$ cat config.mk
export PLATFORM = sky130hd
export DESIGN_NAME = aocr_top
export DESIGN_NICKNAME = d
export VERILOG_FILES = /design/src/logic/aocr_pkg.sv /design/src/logic/aocr_top.sv
export SDC_FILE = /design/constraint.sdc
export NUM_CORES = 1
export LEC_CHECK = 0
export ABC_AREA = 1
export BUFFER_PORTS_ARGS = -buffer_cell sky130_fd_sc_hd__clkbuf_2
export CAP_MARGIN = 20
export CORE_ASPECT_RATIO = 1.2
export CORE_MARGIN = 2
export CORE_UTILIZATION = 55
export CTS_BUF_LIST = sky130_fd_sc_hd__clkbuf_2
export CTS_CLUSTER_DIAMETER = 80
export DETAILED_ROUTE_END_ITERATION = 12
export PLACE_DENSITY = 0.76
export REMOVE_ABC_BUFFERS = 1
export SLEW_MARGIN = 10
export SYNTH_ARGS = -nofsm -noshare
export SYNTH_HDL_FRONTEND = slang
export SYNTH_SLANG_ARGS = --single-unit
$ cat constraint.sdc
create_clock -name ref_clk -period 4.8 [get_ports ref_clk]
set_clock_uncertainty 0.15 [all_clocks]
set_input_delay 0.72 -clock ref_clk [delete_from_list [all_inputs] [get_ports ref_clk]]
set_output_delay 0.72 -clock ref_clk [all_outputs]
set_load 0.01 [all_outputs]
$ cat src/logic/aocr_pkg.sv
// constants for the converter offset and control register block
// assumes a single bus clock and a 16-bit raw code from the filter
package aocr_pkg;
    // ****************************************
    // register offsets
    // ****************************************
    localparam logic [11:0] OFF_CTRL  = 12'h000;
    localparam logic [11:0] OFF_ADC_CONFIGURATION  = 12'h004;
    localparam logic [11:0] OFF_MSTAT = 12'h008;
    localparam logic [11:0] OFF_MASK  = 12'h00C;
    localparam logic [11:0] OFF_RAW   = 12'h010;
    localparam logic [11:0] OFF_RES   = 12'h014;
    localparam logic [11:0] OFF_OFFS  = 12'h018;
    localparam logic [11:0] OFF_STAT  = 12'h020;
    localparam logic [11:0] OFF_HI    = 12'h024;
    localparam logic [11:0] OFF_LO    = 12'h028;
    // ****************************************
    // reset values and write masks
    // ****************************************
    localparam logic [31:0] CTRL_RST   = 32'h00000000;
    localparam logic [31:0] ADC_CONFIGURATION_RST   = 32'h0000000C;
    localparam logic [3:0]  MASK_RST   = 4'hF;
    localparam logic [31:0] HI_RST     = 32'h0FFFFFFF;
    localparam logic [31:0] CTRL_WMASK = 32'h000003A5;
    localparam logic [31:0] ADC_CONFIGURATION_WMASK = 32'h0007FFFE;
    // ****************************************
    // field positions
    // ****************************************
    localparam int CB_ON    = 0;
    localparam int CB_CALIBRATION_ENABLE = 1;
    localparam int CB_START = 2;
    localparam int CB_SRST  = 3;
    localparam int CB_STOP  = 4;
    localparam int CB_WCMP  = 5;
    localparam int CB_CALDS = 6;
    localparam int CB_AUTO  = 7;
    localparam int CB_MIC   = 8;
    localparam int CB_DMA   = 9;
    localparam int FB_OSR   = 6;
    localparam int FB_CONTINUOUS_SELECT  = 11;
    localparam int FB_BYP   = 18;
    localparam int FL_EOC   = 0;
    localparam int FL_CAL   = 1;
    localparam int FL_WIN   = 2;
    localparam int NFLAG    = 3;
    // ****************************************
    // full-scale factors
    // ****************************************
    localparam logic [15:0] FS_LO_FILT = 16'h4144;
    localparam logic [15:0] FS_HI_FILT = 16'h4BFA;
    localparam logic [15:0] FS_LO_BYP  = 16'h8000;
    localparam logic [15:0] FS_HI_BYP  = 16'h9503;
    // ****************************************
    // timing
    // ****************************************
    localparam int CLK_NS   = 100;
    localparam int WAKE_NS  = 6000;
    localparam int WAKE_CYC = (WAKE_NS + CLK_NS - 1) / CLK_NS;
    // ****************************************
    // sequencer states
    // ****************************************
    typedef enum logic [3:0] {
        ST_IDLE = 4'b0001,
        ST_WAKE = 4'b0010,
        ST_CAL  = 4'b0100,
        ST_ACQ  = 4'b1000
    } aocr_state_t;
endpackage : aocr_pkg

$ cat src/logic/aocr_top.sv
// converter control registers, offset calibration and correction
// assumes an apb master and a front end that hands raw codes by valid/ready
`timescale 1ns/100ps
module aocr_top (
    input  wire logic        ref_clk,
    input  wire logic        rst_n,
    input  wire logic        psel,
    input  wire logic        penable,
    input  wire logic        pwrite,
    input  wire logic [11:0] paddr,
    input  wire logic [31:0] pwdata,
    output logic      [31:0] prdata,
    output logic             pready,
    output logic             pslverr,
    input  wire logic        smp_valid,
    input  wire logic [15:0] smp_code,
    output logic             smp_ready,
    output logic             fe_power,
    output logic             fe_run,
    output logic             fe_cal,
    output logic             fe_dma_en,
    output logic             fe_mic_power,
    output logic      [31:0] fe_adc_configuration,
    output logic      [15:0] full_scale
);
    // ****************************************
    // decode helpers
    // ****************************************
    function automatic logic aocr_mapped(input logic [11:0] a);
        if (a == aocr_pkg::OFF_CTRL || a == aocr_pkg::OFF_ADC_CONFIGURATION) begin
            return 1'b1;
        end else if (a == aocr_pkg::OFF_MSTAT || a == aocr_pkg::OFF_MASK) begin
            return 1'b1;
        end else if (a == aocr_pkg::OFF_RAW || a == aocr_pkg::OFF_RES) begin
            return 1'b1;
        end else if (a == aocr_pkg::OFF_OFFS || a == aocr_pkg::OFF_STAT) begin
            return 1'b1;
        end else if (a == aocr_pkg::OFF_HI || a == aocr_pkg::OFF_LO) begin
            return 1'b1;
        end else begin
            return 1'b0;
        end
    endfunction : aocr_mapped

    function automatic logic [15:0] aocr_fs(input logic [1:0] oversampling_ratio, input logic byp);
        if (oversampling_ratio[1]) begin
            return byp ? aocr_pkg::FS_LO_BYP : aocr_pkg::FS_LO_FILT;
        end else begin
            return byp ? aocr_pkg::FS_HI_BYP : aocr_pkg::FS_HI_FILT;
        end
    endfunction : aocr_fs

    logic [31:0]               ctrl_r, ctrl_nxt, adc_configuration_r, adc_configuration_nxt;
    logic [31:0]               hi_r, hi_nxt, lo_r, lo_nxt;
    logic [31:0]               offs_r, offs_nxt, res_r, res_nxt;
    logic [3:0]                mask_r, mask_nxt;
    logic [31:0]               prdata_r, prdata_nxt;
    logic                      pready_r, pready_nxt, pslverr_r, pslverr_nxt;
    logic [aocr_pkg::NFLAG-1:0] flag_r, flag_nxt, flag_set, flag_clr;
    aocr_pkg::aocr_state_t     st_r, st_nxt;
    logic [6:0]                wcnt_r, wcnt_nxt;
    logic [15:0]               buf_r [2];
    logic [15:0]               buf_nxt [2];
    logic [1:0]                cnt_r, cnt_nxt;
    logic                      rdy_r, rdy_nxt;
    logic                      run_r, cal_r;
    logic [15:0]               fs_r;
    logic                      wr, wr_ctrl, go, abort, srst, busy, drain, pop;
    logic                      byp, cal_on, cal_pop, acq_pop;
    logic [15:0]               ofh, corr;
    logic [31:0]               res_word;

    // ****************************************
    // bus strobes and control decode
    // ****************************************
    assign wr      = psel & penable & pwrite & pready_r;
    assign wr_ctrl = wr && paddr == aocr_pkg::OFF_CTRL;
    assign srst    = wr_ctrl & pwdata[aocr_pkg::CB_SRST];
    assign abort   = srst | (wr_ctrl & pwdata[aocr_pkg::CB_STOP]);
    assign go      = wr_ctrl & pwdata[aocr_pkg::CB_START] & ~ctrl_r[aocr_pkg::CB_MIC] & ~abort;
    assign busy    = st_r != aocr_pkg::ST_IDLE;
    assign drain   = st_r == aocr_pkg::ST_CAL || st_r == aocr_pkg::ST_ACQ;
    assign pop     = drain && cnt_r != 2'd0 && !abort;
    assign cal_pop = pop && st_r == aocr_pkg::ST_CAL;
    assign acq_pop = pop && st_r == aocr_pkg::ST_ACQ;
    assign byp     = adc_configuration_r[aocr_pkg::FB_BYP];
    assign cal_on  = ctrl_r[aocr_pkg::CB_CALIBRATION_ENABLE] & ctrl_r[aocr_pkg::CB_AUTO];

    // offset half, correction and placement of the code
    assign ofh      = byp ? offs_r[15:0] : offs_r[31:16];
    assign corr     = buf_r[0] - ofh;
    assign res_word = byp ? {{16{corr[15]}}, corr} : {corr, 16'h0000};

    // ****************************************
    // sequencer
    // ****************************************
    always_comb begin
        st_nxt   = st_r;
        wcnt_nxt = wcnt_r;
        case (st_r)
            aocr_pkg::ST_IDLE: begin
                if (go) begin
                    st_nxt   = aocr_pkg::ST_WAKE;
                    wcnt_nxt = 7'(aocr_pkg::WAKE_CYC - 1);
                end
            end
            aocr_pkg::ST_WAKE: begin
                if (wcnt_r == 7'h00) begin
                    st_nxt = cal_on ? aocr_pkg::ST_CAL : aocr_pkg::ST_ACQ;
                end else begin
                    wcnt_nxt = wcnt_r - 7'h01;
                end
            end
            aocr_pkg::ST_CAL: begin
                if (cal_pop) begin
                    st_nxt = aocr_pkg::ST_ACQ;
                end
            end
            aocr_pkg::ST_ACQ: begin
                if (acq_pop && !adc_configuration_r[aocr_pkg::FB_CONTINUOUS_SELECT]) begin
                    st_nxt = aocr_pkg::ST_IDLE;
                end
            end
            default: begin
                st_nxt = aocr_pkg::ST_IDLE;
            end
        endcase
        if (abort) begin
            st_nxt = aocr_pkg::ST_IDLE;
        end
    end

    // ****************************************
    // two-entry sample buffer
    // ****************************************
    always_comb begin
        buf_nxt[0] = buf_r[0];
        buf_nxt[1] = buf_r[1];
        cnt_nxt    = cnt_r;
        if (pop) begin
            buf_nxt[0] = buf_r[1];
            cnt_nxt    = cnt_r - 2'd1;
        end
        if (smp_valid && rdy_r) begin
            buf_nxt[cnt_nxt[0]] = smp_code;
            cnt_nxt             = cnt_nxt + 2'd1;
        end
        if (go || abort) begin
            cnt_nxt = 2'd0;
        end
        rdy_nxt = cnt_nxt != 2'd2;
    end

    // ****************************************
    // register file next values
    // ****************************************
    always_comb begin
        ctrl_nxt = ctrl_r;
        adc_configuration_nxt = adc_configuration_r;
        hi_nxt   = hi_r;
        lo_nxt   = lo_r;
        offs_nxt = offs_r;
        res_nxt  = res_r;
        mask_nxt = mask_r;
        if (wr_ctrl) begin
            ctrl_nxt = (ctrl_r & ~aocr_pkg::CTRL_WMASK) | (pwdata & aocr_pkg::CTRL_WMASK);
            ctrl_nxt[aocr_pkg::CB_CALIBRATION_ENABLE] = ctrl_r[aocr_pkg::CB_CALIBRATION_ENABLE] |
                                           pwdata[aocr_pkg::CB_CALIBRATION_ENABLE];
            if (pwdata[aocr_pkg::CB_CALDS]) begin
                ctrl_nxt[aocr_pkg::CB_CALIBRATION_ENABLE] = 1'b0;
            end
            if (pwdata[aocr_pkg::CB_STOP]) begin
                ctrl_nxt[aocr_pkg::CB_START] = 1'b0;
                ctrl_nxt[aocr_pkg::CB_ON]    = 1'b0;
                ctrl_nxt[aocr_pkg::CB_DMA]   = 1'b0;
                ctrl_nxt[aocr_pkg::CB_MIC]   = 1'b0;
            end
        end
        if (wr && paddr == aocr_pkg::OFF_ADC_CONFIGURATION && !busy) begin
            adc_configuration_nxt = pwdata & aocr_pkg::ADC_CONFIGURATION_WMASK;
        end
        if (wr && paddr == aocr_pkg::OFF_HI) begin
            hi_nxt = pwdata;
        end
        if (wr && paddr == aocr_pkg::OFF_LO) begin
            lo_nxt = pwdata;
        end
        if (wr && paddr == aocr_pkg::OFF_MASK) begin
            mask_nxt = pwdata[3:0];
        end
        if (wr && paddr == aocr_pkg::OFF_OFFS) begin
            offs_nxt = pwdata;
        end
        // calibration capture wins over a software write
        if (cal_pop) begin
            if (byp) begin
                offs_nxt[15:0] = buf_r[0];
            end else begin
                offs_nxt[31:16] = buf_r[0];
            end
        end
        if (acq_pop) begin
            res_nxt = res_word;
            if (!adc_configuration_r[aocr_pkg::FB_CONTINUOUS_SELECT]) begin
                ctrl_nxt[aocr_pkg::CB_START] = 1'b0;
            end
        end
        if (srst) begin
            ctrl_nxt = aocr_pkg::CTRL_RST;
            adc_configuration_nxt = aocr_pkg::ADC_CONFIGURATION_RST;
            res_nxt  = 32'h00000000;
            hi_nxt   = aocr_pkg::HI_RST;
        end
    end

    // ****************************************
    // event flags, set wins over clear
    // ****************************************
    always_comb begin
        flag_set = '0;
        flag_set[aocr_pkg::FL_EOC] = acq_pop;
        flag_set[aocr_pkg::FL_CAL] = cal_pop;
        flag_set[aocr_pkg::FL_WIN] = acq_pop & ctrl_r[aocr_pkg::CB_WCMP] &
                                     ($signed(res_word) >= $signed(lo_r)) &
                                     ($signed(res_word) <= $signed(hi_r));
        flag_clr = '0;
        if (wr && paddr == aocr_pkg::OFF_STAT) begin
            flag_clr = pwdata[aocr_pkg::NFLAG:1];
        end
    end

    generate
        for (genvar i = 0; i < aocr_pkg::NFLAG; i++) begin : g_flag
            assign flag_nxt[i] = flag_set[i] | (flag_r[i] & ~flag_clr[i]);
        end
    endgenerate

    // ****************************************
    // apb read path, one setup and one access cycle
    // ****************************************
    always_comb begin
        prdata_nxt  = 32'h00000000;
        pready_nxt  = psel & ~penable;
        pslverr_nxt = psel & ~penable & ~aocr_mapped(paddr);
        if (psel && !penable) begin
            if (paddr == aocr_pkg::OFF_CTRL) begin
                prdata_nxt = ctrl_r;
            end else if (paddr == aocr_pkg::OFF_ADC_CONFIGURATION) begin
                prdata_nxt = adc_configuration_r;
            end else if (paddr == aocr_pkg::OFF_MSTAT) begin
                prdata_nxt = {29'h0, flag_r & ~mask_r[2:0]};
            end else if (paddr == aocr_pkg::OFF_MASK) begin
                prdata_nxt = {28'h0, mask_r};
            end else if (paddr == aocr_pkg::OFF_RAW) begin
                prdata_nxt = {29'h0, flag_r};
            end else if (paddr == aocr_pkg::OFF_RES) begin
                prdata_nxt = res_r;
            end else if (paddr == aocr_pkg::OFF_OFFS) begin
                prdata_nxt = offs_r;
            end else if (paddr == aocr_pkg::OFF_STAT) begin
                prdata_nxt = {28'h0, flag_r, busy};
            end else if (paddr == aocr_pkg::OFF_HI) begin
                prdata_nxt = hi_r;
            end else if (paddr == aocr_pkg::OFF_LO) begin
                prdata_nxt = lo_r;
            end
        end
    end

    // ****************************************
    // state registers
    // ****************************************
    always_ff @(posedge ref_clk) begin
        if (!rst_n) begin
            ctrl_r    <= aocr_pkg::CTRL_RST;
            adc_configuration_r    <= aocr_pkg::ADC_CONFIGURATION_RST;
            hi_r      <= aocr_pkg::HI_RST;
            lo_r      <= 32'h00000000;
            offs_r    <= 32'h00000000;
            res_r     <= 32'h00000000;
            mask_r    <= aocr_pkg::MASK_RST;
            flag_r    <= '0;
            st_r      <= aocr_pkg::ST_IDLE;
            wcnt_r    <= 7'h00;
            buf_r[0]  <= 16'h0000;
            buf_r[1]  <= 16'h0000;
            cnt_r     <= 2'd0;
            rdy_r     <= 1'b0;
            prdata_r  <= 32'h00000000;
            pready_r  <= 1'b0;
            pslverr_r <= 1'b0;
            run_r     <= 1'b0;
            cal_r     <= 1'b0;
            fs_r      <= aocr_pkg::FS_HI_FILT;
        end else begin
            ctrl_r    <= ctrl_nxt;
            adc_configuration_r    <= adc_configuration_nxt;
            hi_r      <= hi_nxt;
            lo_r      <= lo_nxt;
            offs_r    <= offs_nxt;
            res_r     <= res_nxt;
            mask_r    <= mask_nxt;
            flag_r    <= flag_nxt;
            st_r      <= st_nxt;
            wcnt_r    <= wcnt_nxt;
            buf_r[0]  <= buf_nxt[0];
            buf_r[1]  <= buf_nxt[1];
            cnt_r     <= cnt_nxt;
            rdy_r     <= rdy_nxt;
            prdata_r  <= prdata_nxt;
            pready_r  <= pready_nxt;
            pslverr_r <= pslverr_nxt;
            run_r     <= st_nxt != aocr_pkg::ST_IDLE;
            cal_r     <= st_nxt == aocr_pkg::ST_CAL;
            fs_r      <= aocr_fs(adc_configuration_nxt[aocr_pkg::FB_OSR +: 2], adc_configuration_nxt[aocr_pkg::FB_BYP]);
        end
    end

    // outputs straight from flops
    assign prdata       = prdata_r;
    assign pready       = pready_r;
    assign pslverr      = pslverr_r;
    assign smp_ready    = rdy_r;
    assign fe_power     = ctrl_r[aocr_pkg::CB_ON];
    assign fe_run       = run_r;
    assign fe_cal       = cal_r;
    assign fe_dma_en    = ctrl_r[aocr_pkg::CB_DMA];
    assign fe_mic_power = ctrl_r[aocr_pkg::CB_MIC];
    assign fe_adc_configuration      = adc_configuration_r;
    assign full_scale   = fs_r;
endmodule : aocr_top

# --- Yosys cells after proc, flatten, opt, wreduce, memory -nomap -nowiden ---
# Memory sizes are Yosys's and may differ from the RTL's.
# Index checks and enable logic that the tools add are counted.
word_totals:
  regBits: 251
  ramBits: 32
  out_inout_bits: 88
  n_memories: 1
op_classes:
  add_sub_neg: 4
  magnitude_cmp: 4
  eq_ne: 19
  muxes: 56
  n_bitwise: 36
  reduce_logical: 34
mem_list:
  columns: ["memory", "words", "word_bits", "read_ports", "rd_clocked_by_memory_dff", "write_ports", "line_no", "text"]
  rows:
  - ["buf_r", 2, 16, 2, 0, 2, "aocr_top.sv:62", "logic [15:0] buf_r [2];"]
ops:
  columns: ["operator", "n"]
  rows:
  - ["two-way mux 32 bit", 13]
  - ["two-way mux 16 bit", 10]
  - ["two-way mux 19 bit", 2]
  - ["equality test 12 x 5 -> 1 bit (second input constant)", 3]
  - ["equality test 12 x 6 -> 1 bit (second input constant)", 3]
  - ["bitwise mux 32 bit", 1]
  - ["greater-or-equal comparator 32 bit", 1]
  - ["<= comparator 32 bit", 1]
  - ["OR 32 x 10 -> 32 bit", 1]
  - ["two-way mux 31 bit", 1]
  - ["equality test 12 x 4 -> 1 bit (second input constant)", 2]
  - ["two-way mux 4 bit", 6]
  - ["AND 1 bit", 17]
  - ["demux 16 bit (select 1 bit)", 1]
  - ["logical AND 1 bit", 16]
  - ["case mux 4 bit (4 select lines)", 1]
  - ["subtractor 16 bit", 1]
  - ["two-way mux 7 bit", 2]
  - ["case mux 7 bit (2 select lines)", 1]
  - ["equality test 12 x 3 -> 1 bit (second input constant)", 1]
  - ["zero test 12 bit", 1]
  - ["two-way mux 1 bit", 12]
  - ["equality test 4 x 3 -> 1 bit (second input constant)", 2]
  - ["two-way mux 2 bit", 4]
  - ["23 further kinds", 50]

# --- Depth between registers and ports, before layout ---
logic_depth:
  depth_word: 17
  depth_mapped: 28
  ltp_nobuf: 25

# --- Worst setup path after synthesis ---
# No wires, ideal clock.
synth_path:
  path_kind: "reg2reg"
  start: "reg, netlist name full_scale[15]"
  end: "reg flag_r[2] in the netlist's numbering"
  setup_ns: 0.132
  arrival_time_ns: 3.874
  required_time_ns: 4.518
  slack_ns: 0.644
  stages_incl_launch_ff: 26
  n_path_buf: 4
  cell_sequence: "dfxtp_1 > clkbuf_1 > clkbuf_1 > clkbuf_1 > nand2_1 > o21ai_0 > ha_1 > nand3_1 > nand2_1 > a21boi_1 > o21ai_1 > nand2_1 > nand3_1 > nand3_2 > buf_4 > nand2_1 > ha_1 > nand2_1 > nor2_1 > nand2_1 > nor4_1 > nand2_1 > nand3_1 > nand3_1 > nand3_1 > a21oi_1"
synth_rtl:
  columns: ["element", "line_no", "text"]
  rows:
  - ["end signal, assigned", "aocr_top.sv:303", "flag_r <= flag_nxt;"]
  - ["end, declared", "aocr_top.sv:59", "logic [aocr_pkg::NFLAG-1:0] flag_r, flag_nxt, flag_set, flag_clr;"]

==> metrics.csv <==
stage,metric,value,unit
outcome,status,finished clean,
floorplanning,initial_core_util,56.3,%
setup_path,startpoint_type,flop,
synthesis,ys_warn_count,0,
setup_path,critPathBufInv,1,
place,gp_congestion,0.970,
route,route.vias.total,13812,
timing,rsz0062_at_grt,no,
route,wl_per_cell,18.4,um
setup_path,cp_max_fo,24,
synthesis,netlist_area,0.0135,sq mm
grt,grt_max_degree,66,
synthesis,synthFlopType,dfxtp_1,
synthesis,synth_most_common_cell,nand2_1,
synthesis,avgSynthCellArea,7.20,sq um
synthesis,ys_ff_latch,248,
synthesis,synth_commonest_cells,"nand2_1 (327), dfxtp_1 (248), inv_1 (235), a21oi_1 (190), o21ai_0 (170)",
timing,clock.fmax,224,MHz
cts,h-tree-depth,3,
floorplanning,dieArea,0.0259,sq mm
floorplanning,io_pins,154,
cts,clk_pin_slew,0.11,ns
timing,setup_tns,0,ns
timing,worst_pin_slew,0.975,ns
grt,grt_first_pass_wirelength,69.2,mm
worst_hold_path,hold_class,input port to flop,
grt,grt_pass1_vias,13207,
synthesis,seq_area_frac_synth,36.7,%
setup_path,slowest_stage,dfxtp_2,
synthesis,synth_top_area_cell,dfxtp_1,
synthesis,synth_top_area_share,36.7,%
layout,area_delta_synth_final,11.9,%
power_and_ir_drop,vdd_ir_drop_max,0.200,mV
grt,grt_overflow,0,
setup_path,critPathMaxStageDelay,0.47,ns
setup_path,cp_cell_sequence,buf_4 -> o21ai_0 -> ha_1 -> a21oi_1 -> o21ai_0 -> a21oi_1 -> nand3_1 -> nand3_2 -> nand2_1 -> ha_1 -> nand2_1 -> nor2_1 -> nand2_1 -> nor4_1 -> nand2_1 -> nand2_1 -> nand2_1 -> nand3_1 -> nand3_1 -> a21oi_1,
timing,period_minus_slack,4.46,ns
setup_path,crit_type,flop to flop,
cts,numCtsBuffers,66,
synthesis,synth_edf_count,0,
synthesis,synth.distinct_cells,52,
synthesis,synthArstFlopShare,0,%
cts,ctsRootBufferMaster,clkbuf_2,
run,max_cap_viol_count,0,
route,drtIter0Drc,1259,
floorplanning,die_x,147,um
route,drc,0,
setup_path,cp.required,5.39,ns
floorplanning,fp.dieH,176,um
timing,timing.final.hold_violations,0,
synthesis,netlist_instances,1880,
cts,cts.sink_count,248,
cts,worstSkewPairLatency,0.90,ns
cts,cts_tree,done,
cts,clk_path_buf_depth,3,
grt,antenna_found_initial,1,
grt,grt_usage,33.7,%
timing,slew_headroom,34.6,%
floorplanning,core_area,0.0240,sq mm
synthesis,synth_area_leaders,"dfxtp_1 (37%), nand2_1 (9.1%), ha_1 (7.8%)",
timing,hold_slack,0.0295,ns
setup_path,end_kind,flop,
place,placed_cell_area,0.0143,sq mm
route,antenna_left,0,
layout,fill_cells,2258,
timing,setup_viol,0,
setup_path,cpMostUsedCell,nand2_1,
layout,design_area,0.0152,sq mm
place,numPortBuffers,138,
setup_path,critical_path.top_delay_family,simple AND/OR/NAND/NOR gates,
power_and_ir_drop,power.density,303,mW/mm^2
setup_path,arrival,5.05,ns
timing,slew_violations,0,
power_and_ir_drop,leakagePower,7.12,nW
route,via_per_inst,5.75,
route,wirelength,44.2,mm
timing,fin_crit_sh,92.9,%
floorplanning,placementRows,62,
route,firstDrtPassIters,8,
place,hpwl,31.1,mm
layout,num-nets-final,2188,
layout,drive_above_1_share,15.1,%
## state kept, by name, indices dropped and copies added, names as in the netlist
name,cells
cnt_r,2
st_r,4
flag_r,3
fe_adc_configuration,17
pready,1
full_scale,7
offs_r,32
smp_ready,1
res_r,32
hi_r,32
wcnt_r,7
pslverr,1
mask_r,4
ctrl_r,7
lo_r,32
prdata,32
fe_run,1
buf_r,32
fe_cal,1
## through the flow
stage | worst slack (ns) | instances | utilization, % | total power (W)
4_1_cts | 0.260 | 2399 | 63.0 | 0.00459
2_1_floorplan | 0.377 | 1775 | - | 0.00283
3_5_place_dp | 0.347 | 2258 | 59.4 | 0.00312
3_3_place_gp | 0.491 | 2258 | 59.4 | 0.00311
5_1_grt | 0.0414 | 2401 | 63.0 | 0.00484
6_report | 0.340 | 2401 | 63.0 | 0.00460
## final timing paths
kind	start	to	slack, ns	depth (start not counted)
worst min register to register	fe_adc_configuration[10]	prdata[10]	0.30	2
worst max register to register	full_scale[15]	flag_r[2]	0.34	20
worst min-delay path	pwdata[16]	hi_r[16]	0.03	3
worst max-delay path	full_scale[15]	flag_r[2]	0.34	20
## worst register-to-register path, stage by stage, from the launching register on
cell     delay [ns]
dfxtp_2        0.47
buf_4          0.32
o21ai_0        0.15
ha_1           0.35
a21oi_1        0.30
o21ai_0        0.17
a21oi_1        0.20
nand3_1        0.13
nand3_2        0.20
nand2_1        0.15
ha_1           0.34
nand2_1        0.07
nor2_1         0.22
nand2_1        0.17
nor4_1         0.40
nand2_1        0.14
nand2_1        0.08
nand2_1        0.06
nand3_1        0.07
nand3_1        0.08
a21oi_1        0.12
## cell usage in the layout, fill, tap and decap left out, drive strengths merged, types with 21 or more instances in the layout
master         n
clkbuf       225
clkinv        21
a21oi        190
inv          254
nand3         95
ha            84
a211oi        34
nand2        335
dlygate4sd3   31
dfxtp        248
nor2         126
o21ai        206
buf           26
o211ai        64
## layout make-up
type / count / area (sq um) / area share [%]
multi-input combinational: 1272 / 7080 / 46.7
sequential: 248 / 4970 / 32.8
clock buffer: 88 / 440 / 2.91
antenna: 1 / 2.50 / 0.0165
timing repair buffer: 194 / 1190 / 7.86
clock inverter: 23 / 124 / 0.817
tap: 320 / 400 / 2.64
inverter: 255 / 957 / 6.32
## report_power, final
group	internal, W	switching, W	leakage (nW)
clock	0.000552	0.000924	0.421
sequential	0.00210	0.0000513	2.00
combinational	0.000354	0.000617	4.70
total	0.00300	0.00159	7.12
## cells by family (layout without fill, tap and decap cells)
| group | count (synthesis) | in the layout | synth area share [%] |
|---|---|---|---|
| buffers and inverters | 374 | 560 | 11.6 |
| AO/OA/AOI/OAI | 556 | 556 | 23.5 |
| AND/OR/NAND/NOR | 603 | 603 | 19.4 |
| flip-flops | 248 | 248 | 36.7 |
| adder cells (fa/ha/maj) | 85 | 85 | 7.91 |
| XOR/XNOR | 13 | 13 | 0.841 |
| other | 1 | 16 | 0.0277 |
## per-layer routing
layer	routed length, um	up-vias	global-route usage [%]
met1	18200	6375	42.2
met5	0	-	0
met4	1960	0	16.3
met3	3650	146	7.51
met2	20400	663	55.0
li1	-	6628	-
## what timing repair did
| item | CTS | global route |
|---|---|---|
| hold buffers | 30 | 1 |
| hold endpoints to repair | 54 | 1 |
| resized for setup | 0 | 2 |
| buffers inserted | 0 | 0 |
| setup endpoints to repair | 0 | 1 |
No activity file was read; power rests on OpenSTA's default activity.
